### src/common/midmhe_pkg.sv
// Purpose: Shared constants and types for the increment/decrement/move/halt executor.
// Assumes: APB slave with 8-bit byte address and 32-bit data, pclk at 20 MHz.
// Notes:   Every offset, field position and timing count, and the ACC, PC and memory reset values, live here.

package midmhe_pkg;

  // ****************************************************************
  // Timing
  // ****************************************************************
  localparam int unsigned CLK_MHZ          = 20;
  localparam int unsigned INSTR_CYCLE_NS   = 200;
  // Instruction cycle length in pclk cycles (exact at 20 MHz)
  localparam int unsigned INSTR_CYCLE_CLKS = (INSTR_CYCLE_NS * CLK_MHZ) / 1000;
  localparam int unsigned DIV_W            = 2;
  localparam logic [DIV_W-1:0] DIV_LAST    = DIV_W'(INSTR_CYCLE_CLKS - 1);

  // ****************************************************************
  // Register map (byte addresses)
  // ****************************************************************
  localparam logic [7:0] OFS_INSTR  = 8'h00;
  localparam logic [7:0] OFS_STATUS = 8'h04;
  localparam logic [7:0] OFS_ACC    = 8'h08;
  localparam logic [7:0] OFS_PC     = 8'h0C;
  localparam logic [7:0] OFS_CTRL   = 8'h10;
  localparam logic [7:0] OFS_WDT    = 8'h14;
  localparam logic [7:0] OFS_MEM    = 8'h80;

  // Instruction word fields
  localparam int unsigned INSTR_OP_LSB    = 0;
  localparam int unsigned INSTR_OPND_LSB  = 8;
  localparam int unsigned INSTR_JADDR_LSB = 16;
  localparam int unsigned PC_W            = 12;

  // Status bits
  localparam int unsigned ST_ZERO    = 0;
  localparam int unsigned ST_TIMEOUT = 1;
  localparam int unsigned ST_PDOWN   = 2;
  localparam int unsigned ST_BUSY    = 3;
  localparam int unsigned ST_HALTED  = 4;
  localparam int unsigned ST_ILLEGAL = 5;

  // Control bits
  localparam int unsigned CT_WAKE    = 0;
  localparam int unsigned CT_WDT_EN  = 1;
  localparam int unsigned CT_CLR_ILL = 2;

  // Data memory
  localparam int unsigned MEM_WORDS = 32;
  localparam int unsigned MEM_AW    = 5;

  // Reset values and watchdog terminal count
  localparam logic [7:0]      ACC_RST = 8'h00;
  localparam logic [PC_W-1:0] PC_RST  = 12'h000;
  localparam logic [7:0]      MEM_RST = 8'h00;
  localparam logic [7:0]      WDT_MAX = 8'hFF;

  // ****************************************************************
  // Types
  // ****************************************************************
  typedef enum logic [3:0] {
    no_op                       = 4'b0000,
    decrement_memory_op         = 4'b0001,
    decrement_to_accumulator_op = 4'b0010,
    increment_memory_op         = 4'b0011,
    increment_to_accumulator_op = 4'b0100,
    halt_op                     = 4'b0101,
    jump_op                     = 4'b0110,
    move_op                     = 4'b0111,
    move_immediate_op           = 4'b1000
  } midmhe_op_t;

  typedef enum logic [1:0] {
    ALU_PASS = 2'b00,
    ALU_INC  = 2'b01,
    ALU_DEC  = 2'b10
  } midmhe_alu_t;

  typedef enum logic [1:0] {
    S_IDLE = 2'b00,
    S_JUMP = 2'b01,
    S_HALT = 2'b10
  } midmhe_state_t;

endpackage

### src/hw/midmhe_alu.sv
// Purpose: Byte incrementer/decrementer with zero detect.
// Assumes: Purely combinational; the caller registers the result.
// Notes:   Wraps modulo 256 in both directions.

`timescale 1ns/1ps
`default_nettype none

module midmhe_alu (
  input  wire logic [7:0]             operand,
  input  wire midmhe_pkg::midmhe_alu_t mode,
  output logic [7:0]                  result,
  output logic                        zero
);

  // ****************************************************************
  // Datapath
  // ****************************************************************
  wire logic [7:0] inc_val = operand + 8'h01;
  wire logic [7:0] dec_val = operand - 8'h01;

  // Select per mode; pass covers the move instructions
  assign result = (mode == midmhe_pkg::ALU_INC) ? inc_val :
                  (mode == midmhe_pkg::ALU_DEC) ? dec_val : operand;
  // Zero exactly when the 8-bit result is all zeros
  assign zero   = (result == 8'h00);

endmodule

`default_nettype wire

### src/hw/midmhe_exec.sv
// Purpose: Executes the decrement, increment, move, jump and halt instructions.
// Assumes: Software posts one instruction at a time over APB; pclk at 20 MHz.
// Notes:   One instruction cycle is four pclk; a halt stops the cycle divider.

`timescale 1ns/1ps
`default_nettype none

module midmhe_exec (
  input  wire logic        pclk,
  input  wire logic        presetn,
  input  wire logic        psel,
  input  wire logic        penable,
  input  wire logic        pwrite,
  input  wire logic [7:0]  paddr,
  input  wire logic [31:0] pwdata,
  output logic [31:0]      prdata,
  output logic             pready,
  output logic             pslverr,
  output logic             core_clk_en
);

  // ****************************************************************
  // Declarations
  // ****************************************************************
  midmhe_pkg::midmhe_state_t state_q;
  midmhe_pkg::midmhe_state_t state_d;

  logic [midmhe_pkg::DIV_W-1:0] div_q;
  logic                         pend_q;
  logic [3:0]                   op_q;
  logic [7:0]                   opnd_q;
  logic [midmhe_pkg::PC_W-1:0]  jaddr_q;
  logic [7:0]                   acc_q;
  logic [midmhe_pkg::PC_W-1:0]  pc_q;
  logic                         zero_q;
  logic                         timeout_q;
  logic                         pdown_q;
  logic                         illegal_q;
  logic                         wdt_en_q;
  logic [7:0]                   wdt_pre_q;
  logic [7:0]                   wdt_cnt_q;
  logic                         pready_q;
  logic                         pslverr_q;
  logic [31:0]                  prdata_q;
  logic                         clk_en_q;
  logic [7:0]                   mem_q [midmhe_pkg::MEM_WORDS];

  midmhe_pkg::midmhe_alu_t alu_mode;
  logic [7:0]              alu_in;
  logic [7:0]              alu_res;
  logic                    alu_zero;

  // ****************************************************************
  // Instruction cycle divider
  // ****************************************************************
  // Divider is held at zero while halted; the core clock gate itself follows the sequencer state
  wire logic halted = (state_q == midmhe_pkg::S_HALT);
  wire logic tick   = ~halted & (div_q == midmhe_pkg::DIV_LAST);

  always_ff @(posedge pclk or negedge presetn) begin
    if (!presetn) begin
      div_q <= '0;
    end else if (halted) begin
      div_q <= '0;
    end else begin
      div_q <= tick ? '0 : div_q + 1'b1;
    end
  end

  // ****************************************************************
  // Opcode decode
  // ****************************************************************
  wire logic op_dec_mem = (op_q == midmhe_pkg::decrement_memory_op);
  wire logic op_dec_acc = (op_q == midmhe_pkg::decrement_to_accumulator_op);
  wire logic op_inc_mem = (op_q == midmhe_pkg::increment_memory_op);
  wire logic op_inc_acc = (op_q == midmhe_pkg::increment_to_accumulator_op);
  wire logic op_halt    = (op_q == midmhe_pkg::halt_op);
  wire logic op_jump    = (op_q == midmhe_pkg::jump_op);
  wire logic op_mov_mem = (op_q == midmhe_pkg::move_op);
  wire logic op_mov_imm = (op_q == midmhe_pkg::move_immediate_op);
  wire logic op_nop     = (op_q == midmhe_pkg::no_op);
  wire logic op_legal   = op_dec_mem | op_dec_acc | op_inc_mem | op_inc_acc | op_halt
                        | op_jump | op_mov_mem | op_mov_imm | op_nop;

  // Execute edge: idle, an instruction waiting, and the cycle tick
  wire logic exec       = tick & pend_q & (state_q == midmhe_pkg::S_IDLE);
  wire logic busy       = pend_q | (state_q == midmhe_pkg::S_JUMP);

  // Only memory-destination ops write the array; accumulator ops never do
  wire logic ex_mem_wr  = exec & (op_dec_mem | op_inc_mem);
  wire logic ex_acc_wr  = exec & (op_dec_acc | op_inc_acc | op_mov_mem | op_mov_imm);
  wire logic ex_zero_wr = exec & (op_dec_mem | op_dec_acc | op_inc_mem | op_inc_acc);
  wire logic ex_halt    = exec & op_halt;
  wire logic ex_jump    = exec & op_jump;

  // ****************************************************************
  // Arithmetic
  // ****************************************************************
  wire logic [midmhe_pkg::MEM_AW-1:0] ex_addr = opnd_q[midmhe_pkg::MEM_AW-1:0];
  wire logic [7:0]                    mem_rd  = mem_q[ex_addr];

  assign alu_in   = op_mov_imm ? opnd_q : mem_rd;
  assign alu_mode = (op_dec_mem | op_dec_acc) ? midmhe_pkg::ALU_DEC :
                    (op_inc_mem | op_inc_acc) ? midmhe_pkg::ALU_INC : midmhe_pkg::ALU_PASS;

  midmhe_alu u_alu (
    .operand (alu_in),
    .mode    (alu_mode),
    .result  (alu_res),
    .zero    (alu_zero)
  );

  // ****************************************************************
  // APB decode
  // ****************************************************************
  wire logic       acc_phase = psel & penable;
  wire logic       hit_instr = (paddr == midmhe_pkg::OFS_INSTR);
  wire logic       hit_stat  = (paddr == midmhe_pkg::OFS_STATUS);
  wire logic       hit_acc   = (paddr == midmhe_pkg::OFS_ACC);
  wire logic       hit_pc    = (paddr == midmhe_pkg::OFS_PC);
  wire logic       hit_ctrl  = (paddr == midmhe_pkg::OFS_CTRL);
  wire logic       hit_wdt   = (paddr == midmhe_pkg::OFS_WDT);
  wire logic       hit_mem   = paddr[7] & (paddr[1:0] == 2'b00);
  wire logic [midmhe_pkg::MEM_AW-1:0] bus_idx = paddr[midmhe_pkg::MEM_AW+1:2];
  wire logic       mapped    = hit_instr | hit_stat | hit_acc | hit_pc | hit_ctrl
                             | hit_wdt | hit_mem;
  // No new instruction can be taken while halted
  wire logic       bad_acc   = ~mapped | (pwrite & hit_instr & halted);
  // Writes wait while an instruction is in flight so the bus never races it
  wire logic       wr_stall  = pwrite & busy;
  wire logic       pready_d  = acc_phase & ~pready_q & ~wr_stall;
  wire logic       bus_wr    = acc_phase & pready_q & pwrite & ~pslverr_q;

  wire logic       wr_instr  = bus_wr & hit_instr;
  wire logic       wr_acc    = bus_wr & hit_acc;
  wire logic       wr_ctrl   = bus_wr & hit_ctrl;
  wire logic       wr_mem    = bus_wr & hit_mem;
  wire logic       wake      = wr_ctrl & pwdata[midmhe_pkg::CT_WAKE];
  wire logic       clr_ill   = wr_ctrl & pwdata[midmhe_pkg::CT_CLR_ILL];

  wire logic [31:0] status_rd = {26'h000_0000, illegal_q, halted, busy, pdown_q,
                                 timeout_q, zero_q};
  wire logic [31:0] rd_mux    = hit_instr ? {4'h0, jaddr_q, opnd_q, 4'h0, op_q} :
                                hit_stat  ? status_rd :
                                hit_acc   ? {24'h00_0000, acc_q} :
                                hit_pc    ? {20'h0_0000, pc_q} :
                                hit_ctrl  ? {30'h0000_0000, wdt_en_q, 1'b0} :
                                hit_wdt   ? {16'h0000, wdt_cnt_q, wdt_pre_q} :
                                hit_mem   ? {24'h00_0000, mem_q[bus_idx]} : 32'h0000_0000;

  // Answer one cycle into the access phase; data and error captured with it
  always_ff @(posedge pclk or negedge presetn) begin
    if (!presetn) begin
      pready_q  <= 1'b0;
      pslverr_q <= 1'b0;
      prdata_q  <= 32'h0000_0000;
    end else begin
      pready_q  <= pready_d;
      pslverr_q <= pready_d & bad_acc;
      prdata_q  <= (pready_d & ~pwrite & ~bad_acc) ? rd_mux : 32'h0000_0000;
    end
  end

  // ****************************************************************
  // Instruction intake
  // ****************************************************************
  // Posting while busy is stalled above, so the slot is never overwritten
  always_ff @(posedge pclk or negedge presetn) begin
    if (!presetn) begin
      pend_q  <= 1'b0;
      op_q    <= 4'h0;
      opnd_q  <= 8'h00;
      jaddr_q <= midmhe_pkg::PC_RST;
    end else if (wr_instr) begin
      pend_q  <= 1'b1;
      op_q    <= pwdata[midmhe_pkg::INSTR_OP_LSB +: 4];
      opnd_q  <= pwdata[midmhe_pkg::INSTR_OPND_LSB +: 8];
      jaddr_q <= pwdata[midmhe_pkg::INSTR_JADDR_LSB +: midmhe_pkg::PC_W];
    end else if (exec) begin
      pend_q  <= 1'b0;
    end
  end

  // ****************************************************************
  // Sequencer
  // ****************************************************************
  // Jump spends a dummy cycle; halt parks until software wakes the core
  always_comb begin
    state_d = state_q;
    unique case (state_q)
      midmhe_pkg::S_IDLE: begin
        if (ex_jump) begin
          state_d = midmhe_pkg::S_JUMP;
        end else if (ex_halt) begin
          state_d = midmhe_pkg::S_HALT;
        end
      end
      midmhe_pkg::S_JUMP: begin
        if (tick) begin
          state_d = midmhe_pkg::S_IDLE;
        end
      end
      midmhe_pkg::S_HALT: begin
        if (wake) begin
          state_d = midmhe_pkg::S_IDLE;
        end
      end
      default: begin
        state_d = midmhe_pkg::S_IDLE;
      end
    endcase
  end

  always_ff @(posedge pclk or negedge presetn) begin
    if (!presetn) begin
      state_q  <= midmhe_pkg::S_IDLE;
      clk_en_q <= 1'b1;
    end else begin
      state_q  <= state_d;
      clk_en_q <= (state_d != midmhe_pkg::S_HALT);
    end
  end

  // ****************************************************************
  // Accumulator and program counter
  // ****************************************************************
  // While halted there is no exec, so the counter holds; only a bus write can still load the accumulator
  always_ff @(posedge pclk or negedge presetn) begin
    if (!presetn) begin
      acc_q <= midmhe_pkg::ACC_RST;
    end else if (ex_acc_wr) begin
      acc_q <= alu_res;
    end else if (wr_acc) begin
      acc_q <= pwdata[7:0];
    end
  end

  // Every single-cycle op advances the counter; jump loads the target
  always_ff @(posedge pclk or negedge presetn) begin
    if (!presetn) begin
      pc_q <= midmhe_pkg::PC_RST;
    end else if (ex_jump) begin
      pc_q <= jaddr_q;
    end else if (exec) begin
      pc_q <= pc_q + 12'h001;
    end
  end

  // ****************************************************************
  // Flags
  // ****************************************************************
  // Only inc/dec touch Z; moves, jump and halt leave it
  always_ff @(posedge pclk or negedge presetn) begin
    if (!presetn) begin
      zero_q <= 1'b0;
    end else if (ex_zero_wr) begin
      zero_q <= alu_zero;
    end
  end

  // Power-down flag stays set through wake; only reset clears it
  always_ff @(posedge pclk or negedge presetn) begin
    if (!presetn) begin
      pdown_q <= 1'b0;
    end else if (ex_halt) begin
      pdown_q <= 1'b1;
    end
  end

  // Unknown opcodes run as a no-op and leave a sticky mark; set beats clear
  always_ff @(posedge pclk or negedge presetn) begin
    if (!presetn) begin
      illegal_q <= 1'b0;
    end else if (exec & ~op_legal) begin
      illegal_q <= 1'b1;
    end else if (clr_ill) begin
      illegal_q <= 1'b0;
    end
  end

  // ****************************************************************
  // Watchdog
  // ****************************************************************
  // Counts instruction cycles through an 8-bit prescaler while enabled
  wire logic wdt_step = tick & wdt_en_q;
  wire logic pre_wrap = (wdt_pre_q == midmhe_pkg::WDT_MAX);
  wire logic wdt_tout = wdt_step & pre_wrap & (wdt_cnt_q == midmhe_pkg::WDT_MAX);

  always_ff @(posedge pclk or negedge presetn) begin
    if (!presetn) begin
      wdt_en_q <= 1'b0;
    end else if (wr_ctrl) begin
      wdt_en_q <= pwdata[midmhe_pkg::CT_WDT_EN];
    end
  end

  always_ff @(posedge pclk or negedge presetn) begin
    if (!presetn) begin
      wdt_pre_q <= 8'h00;
      wdt_cnt_q <= 8'h00;
    end else if (ex_halt) begin
      wdt_pre_q <= 8'h00;
      wdt_cnt_q <= 8'h00;
    end else if (wdt_step) begin
      wdt_pre_q <= wdt_pre_q + 8'h01;
      wdt_cnt_q <= pre_wrap ? wdt_cnt_q + 8'h01 : wdt_cnt_q;
    end
  end

  // A time-out in the halt cycle itself still wins over the clear
  always_ff @(posedge pclk or negedge presetn) begin
    if (!presetn) begin
      timeout_q <= 1'b0;
    end else if (wdt_tout) begin
      timeout_q <= 1'b1;
    end else if (ex_halt) begin
      timeout_q <= 1'b0;
    end
  end

  // ****************************************************************
  // Data memory
  // ****************************************************************
  // One flop byte per entry; executor and bus never write the same cycle
  genvar gi;
  generate
    for (gi = 0; gi < midmhe_pkg::MEM_WORDS; gi++) begin : g_mem
      // Entry index cut to the address width on purpose
      localparam logic [midmhe_pkg::MEM_AW-1:0] ENTRY = midmhe_pkg::MEM_AW'(gi);
      wire logic hit_ex  = ex_mem_wr & (ex_addr == ENTRY);
      wire logic hit_bus = wr_mem & (bus_idx == ENTRY);
      always_ff @(posedge pclk or negedge presetn) begin
        if (!presetn) begin
          mem_q[gi] <= midmhe_pkg::MEM_RST;
        end else if (hit_ex) begin
          mem_q[gi] <= alu_res;
        end else if (hit_bus) begin
          mem_q[gi] <= pwdata[7:0];
        end
      end
    end
  endgenerate

  // ****************************************************************
  // Outputs
  // ****************************************************************
  assign prdata      = prdata_q;
  assign pready      = pready_q;
  assign pslverr     = pslverr_q;
  assign core_clk_en = clk_en_q;

endmodule

`default_nettype wire

### config.mk
export PLATFORM = sky130hd
export DESIGN_NAME = midmhe_exec
export DESIGN_NICKNAME = d
export VERILOG_FILES = /design/src/common/midmhe_pkg.sv /design/src/hw/midmhe_alu.sv /design/src/hw/midmhe_exec.sv
export SDC_FILE = /design/constraint.sdc
export NUM_CORES = 1
export LEC_CHECK = 0
export ABC_AREA = 1
export BUFFER_PORTS_ARGS = -buffer_cell sky130_fd_sc_hd__buf_2
export CAP_MARGIN = 30
export CELL_PAD_IN_SITES_DETAIL_PLACEMENT = 0
export CELL_PAD_IN_SITES_GLOBAL_PLACEMENT = 1
export CORE_MARGIN = 1
export CORE_UTILIZATION = 42
export DETAILED_ROUTE_END_ITERATION = 16
export PLACE_DENSITY = 0.85
export SYNTH_ARGS = -nofsm -noshare
export SYNTH_HDL_FRONTEND = slang
export SYNTH_SLANG_ARGS = --single-unit
### constraint.sdc
create_clock -name pclk -period 2.7 [get_ports pclk]
set_input_delay 0.54 -clock pclk [delete_from_list [all_inputs] [get_ports pclk]]
set_output_delay 0.54 -clock pclk [all_outputs]
set_load 0.005 [all_outputs]
Word level (Yosys, flattened, before mapping)
Index checks and enable logic that the tools add are counted.
{"block": "word_totals", "ff_bits": 357, "word_cells": 420}
{"block": "classes", "magnitude_cmp": 2, "mux": 105, "add_sub_neg": 6, "bitwise_logic": 126, "reduce_logical": 47, "eq_ne": 83}
{"cell": "$mux W8", "n": 79}
{"cell": "$eq A5 B5 Y1 const B", "n": 32}
{"cell": "$and A1 B1 Y1", "n": 95}
{"cell": "$bmux W8 S5", "n": 2}
{"cell": "$eq A5 B4 Y1 const B", "n": 16}
{"cell": "$mux W16", "n": 5}
{"cell": "$reduce_bool A2 Y1", "n": 39}
{"cell": "$mux W28", "n": 2}
{"cell": "$eq A5 B3 Y1 const B", "n": 8}
{"cell": "$add A8 B1 Y8 const B", "n": 3}
{"cell": "$mux W12", "n": 2}
{"cell": "$or A1 B1 Y1", "n": 21}
{"cell": "$eq A5 B2 Y1 const B", "n": 4}
{"cell": "$eq A4 B3 Y1 const B", "n": 4}
{"cell": "$eq A8 B4 Y1 const B", "n": 2}
{"cell": "$eq A8 B5 Y1 const B", "n": 2}
{"cell": "$eq A8 B8 Y1 const B", "n": 2}
{"cell": "$logic_not A8 Y1", "n": 2}
{"cell": "$mux W2", "n": 7}
{"cell": "$add A12 B1 Y12 const B", "n": 1}
{"cell": "$ge A6 B6 Y1 const B", "n": 2}
{"cell": "$not A5 Y6", "n": 2}
{"cell": "$eq A5 B1 Y1 const B", "n": 2}
{"cell": "$logic_not A5 Y1", "n": 2}
{"cell": "other kinds (15)", "n": 33}

Depth between registers and ports, before layout
Gate-level depths: netlist of the first run.
{"block": "logic_depth", "ltp_word": 12, "mapped_depth": 26, "mapped_depth_nobuf": 23}

Modules after synthesis
From an unflattened synthesis of the first run, not the netlist that was laid out.
{"block": "hier_totals", "cells_unflattened": 2746, "area_unflattened_um2": 21459.3}
{"module": "midmhe_exec", "seq_area_each_um2": 8934.8, "area_each_um2": 21012.7, "instances": 1, "cells_per_inst": 2650}
{"module": "midmhe_alu", "seq_area_each_um2": 0.0, "area_each_um2": 446.7, "instances": 1, "cells_per_inst": 96}

Least setup slack after synthesis of the first run
OpenSTA, ideal clock, no wires.
{"block": "synth_path", "kind": "register to register", "start": "reg opnd_q[0]", "end": "reg mem_q[226] (netlist name)", "setup_slack_ps": -97, "synth_period_minus_slack_ps": 2797, "t_arrival_ps": 2664, "required_time_ps": 2567, "setup_time_ps": 133, "path_stages_with_launch": 22, "path_cell_list": "dfrtp_1 buf_4 buf_4 buf_2 o21ai_0 nand2_1 nand2_1 nand2_1 nand2_1 o21ai_1 nand3_1 inv_1 ha_1 nand2_1 inv_1 nor2_1 nand4_1 nand2_1 inv_1 buf_2 o21ai_0 o21ai_0"}
{"block": "synth_via", "elab_chain_cells": 9}
{"element": "start: declaration", "line_no": "midmhe_exec.sv:31", "rtl": "logic [7:0] opnd_q;"}
{"element": "start signal: assignment", "line_no": "midmhe_exec.sv:177", "rtl": "opnd_q <= pwdata[midmhe_pkg::INSTR_OPND_LSB +: 8];"}
{"element": "$not A5 Y6 (not written as such)", "line_no": "midmhe_exec.sv:100", "rtl": "wire logic [7:0] mem_rd = mem_q[ex_addr];"}
{"element": "$bmux W8 S5", "line_no": "midmhe_exec.sv:100"}
{"element": "$mux W8 (not written as such) (2 in series)", "line_no": "midmhe_exec.sv:100"}
{"element": "$mux W8", "line_no": "midmhe_exec.sv:102", "rtl": "assign alu_in = op_mov_imm ? opnd_q : mem_rd;"}
{"element": "$sub A8 B1 Y8", "line_no": "midmhe_alu.sv:19", "rtl": "wire logic [7:0] dec_val = operand - 8'h01;"}
{"element": "$mux W8", "line_no": "midmhe_alu.sv:23", "rtl": "(mode == midmhe_pkg::ALU_DEC) ? dec_val : operand;"}
{"element": "$mux W8", "line_no": "midmhe_alu.sv:22", "rtl": "assign result = (mode == midmhe_pkg::ALU_INC) ? inc_val :"}
{"element": "$mux W8", "line_no": "midmhe_exec.sv:335", "rtl": "end else if (hit_ex) begin"}
{"element": "end signal: indexed assignment", "line_no": "midmhe_exec.sv:334", "rtl": "mem_q[gi] <= midmhe_pkg::MEM_RST;"}
{"element": "end signal: indexed assignment", "line_no": "midmhe_exec.sv:336", "rtl": "mem_q[gi] <= alu_res;"}
{"element": "end signal: indexed assignment", "line_no": "midmhe_exec.sv:338", "rtl": "mem_q[gi] <= pwdata[7:0];"}
{"element": "end: declaration", "line_no": "midmhe_exec.sv:46", "rtl": "logic [7:0] mem_q [midmhe_pkg::MEM_WORDS];"}
Several ways; a longest one is shown, not always the timed one. The select of a mux whose other input is x is not followed.
A chain may end at the register's enable or synchronous reset.

Worst setup path in the final report of the first run
{"block": "layout_path", "start": "reg opnd_q[0]", "end": "reg mem_q[34] (netlist name)"}
Same word-level chain as after synthesis.

==> PnR_summary.wiki, run 1 <==
{| class="wikitable"
! Metric !! Value
|-
| H-tree lvl count || 2
|-
| Clock slew seen by the registers of the worst setup and hold paths || 60 ps
|-
| Worst slew margin || 25.9%
|-
| Die height || 229 um
|-
| Critical Path Fanout Max || 23
|-
| Clock tree buffer depth || 3
|-
| RSZ-0062 raised after global routing || yes
|-
| Pin count of the biggest net entering global routing || 60
|-
| Syn-to-layout area delta || 34.9%
|-
| Number of DRC markers after the initial detailed-route iteration || 3483
|-
| Highest cell delay on the worst timing path || 570 ps
|-
| Remaining antenna violation count after routing || 0
|-
| Routed wire length || 116000 um
|-
| Cell area after synthesis || 21700 um2
|-
| Portion of the post-synthesis area used by sequential elements || 41.2%
|-
| Area occupied by multi-input gates || 11400 um2
|-
| HPWL after detailed placement || 84800 um
|-
| Number of vias per cell after detailed routing || 6.10
|-
| Worst-skew pair later-pin latency || 610 ps
|-
| Warning count from the yosys run || 0
|-
| Post-route worst setup slack || -485 ps
|-
| Total number of vias || 25700
|-
| Die outline width || 229 um
|-
| Leading cell type in the layout, fill and taps excluded || nand2_1
|-
| CP most frequent cell || nand2_1
|-
| Count of clock tree sinks || 357
|-
| Filler Cell Count || 4686
|-
| Clock tree from TritonCTS || yes
|-
| Min Clock Period, post-route || 3190 ps
|-
| Synth async-reset ratio || 100%
|-
| Destination of the worst register-to-register timing path || mem_q[34]$_DFFE_PN0P_
|-
| Worst IR drop on VDD || 0.445 mV
|-
| I/O pin cnt || 80
|-
| Total count of hold-check failures in the final report || 0
|-
| Number of standard cells after synthesis || 3028
|-
| Synthesized area divided by synthesized cell count || 7.16 um2
|-
| Top library cells by usage in the layout, fill and taps aside || 756 x nand2_1, 433 x buf_4, 354 x dfrtp_1, 297 x inv_1, 284 x o21ai_0
|-
| Period utilization || 118%
|-
| Number of buffers created by CTS || 45
|-
| Proportion of layout cells with a drive suffix above 1 || 24.9%
|-
| Count of distinct cell types in the synthesized netlist || 60
|-
| Final setup violation count || 260
|-
| Fmax || 0.314 GHz
|-
| Count of final max-slew check failures || 0
|-
| Total power || 13.4 mW
|-
| Initial Utilization || 42.9%
|-
| Critical path start-end classification || reg -> reg
|-
| Top_reg_cell synth || dfrtp_1
|-
| Iteration count of the initial detailed-routing pass || 7
|-
| Routed length per placed instance || 27.5 um
|-
| Nets || 3551
|-
| Global-route wire length before repair || 166000 um
|-
| Crit path cell chain || buf_12, nand2_1, nand2_1, nand2_1, nand2_1, nand2_2, nand2_2, o21ai_2, nand3_2, buf_6, buf_6, ha_4, inv_1, nor2_1, nor2_1, nand4_1, nand2_2, buf_4, buf_12, o221ai_1
|-
| Initial antenna violation count || 2
|-
| Data required time of the critical path || 3150 ps
|-
| Critical Path End Type || flop
|-
| Static leakage power || 14.2 nW
|-
| GPL Wtd Cong || 1.03
|-
| Vias in the first global route || 24500
|-
| Worst hold slack || 179 ps
|-
| Failing checks || setup timing
|-
| Critical path launch point type || flop
|-
| Worst reg-to-reg path cell count || 20
|-
| Max Clock Skew || 26.0 ps
|-
| R2R Path Start || opnd_q[0]$_DFFE_PN0P_
|-
| R2R setup slack || -490 ps
|-
| Synth Register Bits || 357
|-
| Maximum Capacitance Violations || 0
|-
| Master of the slowest instance on the critical path || dfrtp_4
|-
| Result of the run || finished with violations
|-
| Register cell area after layout || 8940 um2
|-
| Area enclosed by the die boundary || 52600 um2
|-
| Worst slew pin tran || 1110 ps
|-
| Cell chosen for the clock root || clkbuf_16
|-
| Grt total ovfl || 0
|-
| # rows || 82
|-
| Areal power density over the cells || 457 nW/um2
|-
| IO buf count || 71
|-
| Worst hold path type || in -> reg
|-
| End point of the critical path || mem_q[34]$_DFFE_PN0P_
|-
| Global router's overall resource usage || 43.5%
|-
| Data arrival time at the worst-slack endpoint || 3640 ps
|-
| DRC || 0
|-
| Core Box Area || 50600 um2
|-
| First element of the critical path || opnd_q[0]$_DFFE_PN0P_
|-
| EDFF count, synth || 0
|}
-- layer usage --
layer  vias up  share of wire (%)  track usage [%]
li1      11200                  -                -
met1     12300                 38             57.3
met2      1758                 42             64.1
met3       430                 13             11.7
met4         4                6.9             25.2
met5         -              0.020                0
-- repair_timing --
item,in CTS,in global routing
setup endpoints to repair,257,265
resized for setup,262,64
pin swaps,33,21
hold endpoints to repair,47,0
buffers inserted,21,15
gates cloned,6,1
hold buffers,1,0
-- how the worst min path moves through the flow --
stage | depth (start not counted) | startpoint | to | slack [ps]
global placement | 1 | div_q[0]$_DFF_PN0_ | div_q[0]$_DFF_PN0_ | 430
floorplan | 0 | presetn | acc_q[0]$_DFFE_PN0P_ | 240
CTS | 2 | pwdata[13] | opnd_q[5]$_DFFE_PN0P_ | 160
finish | 2 | pwdata[13] | opnd_q[5]$_DFFE_PN0P_ | 180
detailed placement | 1 | div_q[0]$_DFF_PN0_ | div_q[0]$_DFF_PN0_ | 450
global route | 2 | pwdata[13] | opnd_q[5]$_DFFE_PN0P_ | 180
-- sequential cells by signal, indices dropped and copies added (netlist names), 2 cells and up --
name	count
opnd_q	8
div_q	2
state_q	2
wdt_pre_q	8
jaddr_q	12
mem_q	256
acc_q	8
pc_q	12
wdt_cnt_q	8
prdata	28
op_q	4
-- power breakdown --
group | internal, mW | leakage, nW | total, mW | switching (mW)
registers | 5.37 | 4.07 | 5.38 | 0.0126
logic | 0.359 | 9.37 | 1.18 | 0.825
clock network | 4.19 | 0.810 | 6.80 | 2.61
-- final cells by class --
| class | count | area share [%] |
|---|---|---|
| clock buffer | 63 | 4.53 |
| sequential | 357 | 30.5 |
| tap | 672 | 2.87 |
| inverter | 338 | 4.50 |
| clock inverter | 19 | 1.05 |
| antenna | 2 | 0.0171 |
| multi-input combinational | 2166 | 38.8 |
| timing repair buffer | 592 | 17.7 |
-- critical path, delay by kind of cell (launching register included) --
family,cells,cell delay (ps)
buffers and inverters,6,870
AOI/OAI and AO/OA,2,330
and+or+nand+nor,11,1080
DFF,1,570
adders and majority gates,1,160
-- kinds of logic after synthesis --
group | share of synthesized area (%)
compound gates | 24.8
xor+xnor | 0.242
fa+ha+maj | 0.346
buf+inv | 9.56
flops | 41.2
mux | 0.623
other cells | 0.0173
simple gates | 23.2
-- synthesized netlist by cell type (3+ instances only) --
| master | number | area (um2) |
|---|---|---|
| o21ai_1 | 59 | 295 |
| nand3_1 | 99 | 495 |
| nand2_4 | 3 | 33.8 |
| o22ai_1 | 57 | 357 |
| nand4_1 | 18 | 113 |
| inv_2 | 26 | 97.6 |
| o211ai_1 | 15 | 113 |
| or2_2 | 3 | 18.8 |
| buf_4 | 13 | 97.6 |
| a31oi_1 | 16 | 100 |
| clkbuf_1 | 109 | 409 |
| o2111ai_1 | 5 | 43.8 |
| ha_1 | 6 | 75.1 |
| inv_1 | 307 | 1150 |
| nor2_1 | 205 | 769 |
| a211oi_1 | 7 | 52.6 |
| xor2_1 | 5 | 43.8 |
| mux2_2 | 12 | 135 |
| nor4_1 | 3 | 18.8 |
| nand2_1 | 799 | 3000 |
| a32oi_1 | 6 | 52.6 |
| a21oi_1 | 155 | 776 |
| nor2_4 | 6 | 67.6 |
| a221oi_1 | 20 | 175 |
| nor3_1 | 64 | 320 |
| nor2_2 | 10 | 62.6 |
| o311ai_0 | 5 | 43.8 |
| nand2_2 | 6 | 37.5 |
| clkinv_1 | 4 | 15.0 |
| o21bai_1 | 10 | 75.1 |
| buf_1 | 10 | 37.5 |
| buf_2 | 27 | 135 |
| a22oi_1 | 101 | 758 |
| o221ai_1 | 52 | 455 |
| dfrtp_1 | 356 | 8910 |
| o31ai_1 | 9 | 67.6 |
| o21ai_0 | 383 | 1920 |
| buf_6 | 10 | 113 |
-- metrics by stage --
step / utilization, % / setup slack [ps] / TNS (ps) / std cells / cell area, um2
5_1_grt: 57.9 / -569 / -104690 / 4207 / 29300
3_3_place_gp: 51.9 / -836 / -145090 / 4084 / 26200
6_report: 57.9 / -485 / -82660 / 4209 / 29300
3_5_place_dp: 51.9 / -874 / -150910 / 4084 / 26200
2_1_floorplan: - / 1.16 / 0 / 3031 / 21700
4_1_cts: 57.2 / -335 / -62210 / 4194 / 28900
No activity file was read; power rests on OpenSTA's default activity.
==> run 2, diff against run 1 <==
--- a/config.mk
+++ b/config.mk
@@ -10,6 +10,7 @@
 export CAP_MARGIN = 30
 export CELL_PAD_IN_SITES_DETAIL_PLACEMENT = 0
 export CELL_PAD_IN_SITES_GLOBAL_PLACEMENT = 1
+export CORE_ASPECT_RATIO = 1.25
 export CORE_MARGIN = 1
 export CORE_UTILIZATION = 42
 export DETAILED_ROUTE_END_ITERATION = 16
==> run 2 against run 1 <==
  * The run still ends with setup timing left
  * Non-clock buffer count increased by 20
  * Die area is essentially flat
  * Final cell count barely moved
  * Clock power fell by 11%
  * Critical path depth is 1 higher
  * Sequential share of layout area decreased by 0.38 points
  * Utilization increased by 0.52 points
  * Flip-flop and latch count unchanged
  * First-iteration DRC count down 5.2%
  * Maximum frequency rose by 0.83%
  * Largest cell class unchanged
==> PnR_summary.wiki, run 2 (synthesis gave the netlist of run 1 again) <==
{| class="wikitable"
! Metric !! Value
|-
| Highest cell delay on the worst timing path || 590 ps (+20 ps)
|-
| Grt total ovfl || 0 (unchanged)
|-
| Max Clock Skew || 15.1 ps (-11.0 ps)
|-
| Remaining antenna violation count after routing || 0 (unchanged)
|-
| Failing checks || setup timing
|-
| Pin count of the biggest net entering global routing || 63 (+5.0%)
|-
| Total number of vias || 26200 (+1.9%)
|-
| Routed wire length || 121000 um (+5.0%)
|-
| Worst hold slack || 182 ps (+2.40 ps)
|-
| Min Clock Period, post-route || 3160 ps (-26.1 ps)
|-
| Initial Utilization || 42.7% (-0.15 points)
|-
| Syn-to-layout area delta || 36.6%
|-
| Fin area || 29600 um2 (+1.3%)
|-
| Top library cells by usage in the layout, fill and taps aside || 712 x nand2_1, 429 x buf_4, 354 x dfrtp_1, 299 x inv_1, 280 x o21ai_0
|-
| Areal power density over the cells || 426 nW/um2 (-6.7%)
|-
| Placed cell area || 26400 um2 (+0.55%)
|-
| Top delay family on crit path || simple AND/OR/NAND/NOR gates
|-
| Sum of negative setup slack || -71780 ps (+10880 ps)
|-
| Total power || 12.6 mW (-5.5%)
|-
| Clock tree from TritonCTS || yes
|-
| Post-route worst setup slack || -459 ps (+26.1 ps)
|-
| Die outline width || 205 um (-10%)
|-
| Maximum Capacitance Violations || 0 (unchanged)
|-
| Clock slew seen by the registers of the worst setup and hold paths || 60 ps (about the same)
|-
| Met1 WL || 43400 um (-1.9%)
|-
| Number of buffers created by CTS || 41 (-8.9%)
|-
| Cell chosen for the clock root || clkbuf_16
|-
| Worst IR drop on VDD || 0.455 mV (+2.3%)
|-
| Core Box Area || 50800 um2 (+0.36%)
|-
| Worst hold path type || in -> reg
|-
| Nets || 3566 (+0.42%)
|-
| Crit path depth || 21 (+5.0%)
|-
| DRC || 0 (unchanged)
|-
| Final Core Density || 58.4% (+0.52 points)
|-
| Worst slew margin || 41.2% (+15 points)
|-
| DR top layer || met5
|-
| Destination of the worst register-to-register timing path || zero_q$_DFFE_PN0P_
|-
| Die height || 256 um (+12%)
|-
| Hold Path Depth || 2 (unchanged)
|-
| Worst-skew pair later-pin latency || 590 ps (-20 ps)
|-
| Static leakage power || 14.4 nW (+1.1%)
|-
| Initial antenna violation count || 4 (+2)
|-
| End point of the critical path || zero_q$_DFFE_PN0P_
|-
| GPL Wtd Cong || 1.06 (+2.7%)
|-
| R2R setup slack || -460 ps (+30 ps)
|-
| Proportion of layout cells with a drive suffix above 1 || 26.5% (+1.6 points)
|-
| Global router's overall resource usage || 44.8% (+1.3 points)
|-
| Number of vias per cell after detailed routing || 6.23 (+2.0%)
|-
| Final setup violation count || 264 (+1.5%)
|-
| RSZ-0062 raised after global routing || yes
|-
| R2R Path Start || opnd_q[0]$_DFFE_PN0P_
|-
| Number of buffer and inverter stages on the critical path || 7 (+1)
|-
| Global-route wire length before repair || 169000 um (+1.7%)
|-
| Leading cell type in the layout, fill and taps excluded || nand2_1
|-
| Period utilization || 117% (-0.97 points)
|-
| Fmax || 0.317 GHz (+0.83%)
|-
| Crit path cell chain || inv_8, buf_8, nor2_4, buf_6, clkbuf_16, a22oi_2, nand2_1, nand2_2, nand2_2, o21ai_2, buf_6, nand3_4, nor2_4, nand3_4, nand2_2, nand2_4, nand2_8, buf_12, buf_16, nand3_1, nand2_1
|-
| Count of clock tree sinks || 357 (unchanged)
|-
| Top register by number of flip-flops || mem_q
|-
| Flip-flop count of the largest register after layout || 256 (unchanged)
|-
| Count of final max-slew check failures || 0 (unchanged)
|-
| Critical Path Fanout Max || 8 (-65%)
|-
| I/O pin cnt || 80 (unchanged)
|-
| IO buf count || 71 (unchanged)
|-
| Critical Path End Type || flop
|-
| Worst slew pin tran || 878 ps (-229 ps)
|-
| Routed length per placed instance || 28.9 um (+5.0%)
|-
| Number of non-filler instances in the completed layout || 4206 (-0.071%)
|-
| Total count of hold-check failures in the final report || 0 (unchanged)
|-
| Sum of met2 wire segment lengths after detailed routing || 53000 um (+8.9%)
|-
| Data arrival time at the worst-slack endpoint || 3690 ps (+50 ps)
|-
| First element of the critical path || opnd_q[0]$_DFFE_PN0P_
|-
| Master of the slowest instance on the critical path || dfrtp_4
|-
| Post-Place Worst Slack || -564 ps (+310 ps)
|-
| Clock tree buffer depth || 3 (unchanged)
|-
| H-tree lvl count || 2 (unchanged)
|-
| Result of the run || finished with violations
|-
| # rows || 92 (+12%)
|-
| Area enclosed by the die boundary || 52600 um2 (about the same)
|-
| CP most frequent cell || nand2_2
|-
| Placed cell count || 4081 (-0.073%)
|-
| Met3 Wirelength || 12800 um (-14%)
|-
| Iteration count of the initial detailed-routing pass || 6 (-1)
|-
| Worst reg-to-reg path cell count || 21 (+5.0%)
|-
| Vias in the first global route || 25200 (+3.1%)
|-
| Data required time of the critical path || 3230 ps (+80 ps)
|-
| Number of DRC markers after the initial detailed-route iteration || 3303 (-5.2%)
|-
| Critical path launch point type || flop
|-
| HPWL after detailed placement || 87400 um (+3.1%)
|-
| Critical path start-end classification || reg -> reg
|}
-- run 2: cell count changes in the layout (fill, tap and decap cells not counted), moves of 4 or more --
cell	previous run	this run
nand2_1	756	712
buf_4	433	429
bufinv_16	8	3
o21ai_2	37	51
o21ai_0	284	280
clkbuf_8	9	13
o221ai_2	12	1
buf_6	24	30
nand2_4	8	16
clkbuf_16	48	57
o21ai_1	119	107
nand3_2	7	11
nand2_2	40	75
o221ai_1	40	51
-- run 2: area by class of cell --
class,instances,area (um2)
diodes,3,7.51
clock buffers,60,1270
clock inverters,13,153
fillers,4799,21100
inverters,338,1300
multi-input cells,2165,11500
flip-flops and latches,357,8940
well taps,658,823
repair buffers,612,5630
-- run 2: report_power, final --
| group | switching, mW | internal [mW] | total, mW |
|---|---|---|---|
| Sequential | 0.0149 | 5.37 | 5.38 |
| Combinational | 0.828 | 0.385 | 1.21 |
| Clock | 2.49 | 3.54 | 6.03 |
| Total | 3.33 | 9.29 | 12.6 |
-- run 2: metal layers --
metal / vias to the layer above / track usage (%)
li1: 11200 / -
met5: - / 0
met4: 4 / 34.8
met2: 1823 / 69.1
met1: 12500 / 54.2
met3: 627 / 9.40
-- run 2: what timing repair did --
action	in CTS	in global routing
pin swaps	12	29
resized for setup	143	254
setup endpoints to repair	240	264
hold buffers	1	0
endpoints found under the hold margin	40	0
buffers inserted	12	17
cloned	6	14
-- run 2: worst min path at each step --
| stage | from | endpoint | slack, ps |
|---|---|---|---|
| 2_1_floorplan | presetn | acc_q[0]$_DFFE_PN0P_ | 240 |
| 3_3_place_gp | div_q[0]$_DFF_PN0_ | div_q[0]$_DFF_PN0_ | 420 |
| 3_5_place_dp | div_q[0]$_DFF_PN0_ | div_q[0]$_DFF_PN0_ | 440 |
| 4_1_cts | pwdata[21] | jaddr_q[5]$_DFFE_PN0P_ | 160 |
| 5_1_grt | pwdata[21] | jaddr_q[5]$_DFFE_PN0P_ | 170 |
| 6_report | pwdata[21] | jaddr_q[5]$_DFFE_PN0P_ | 180 |
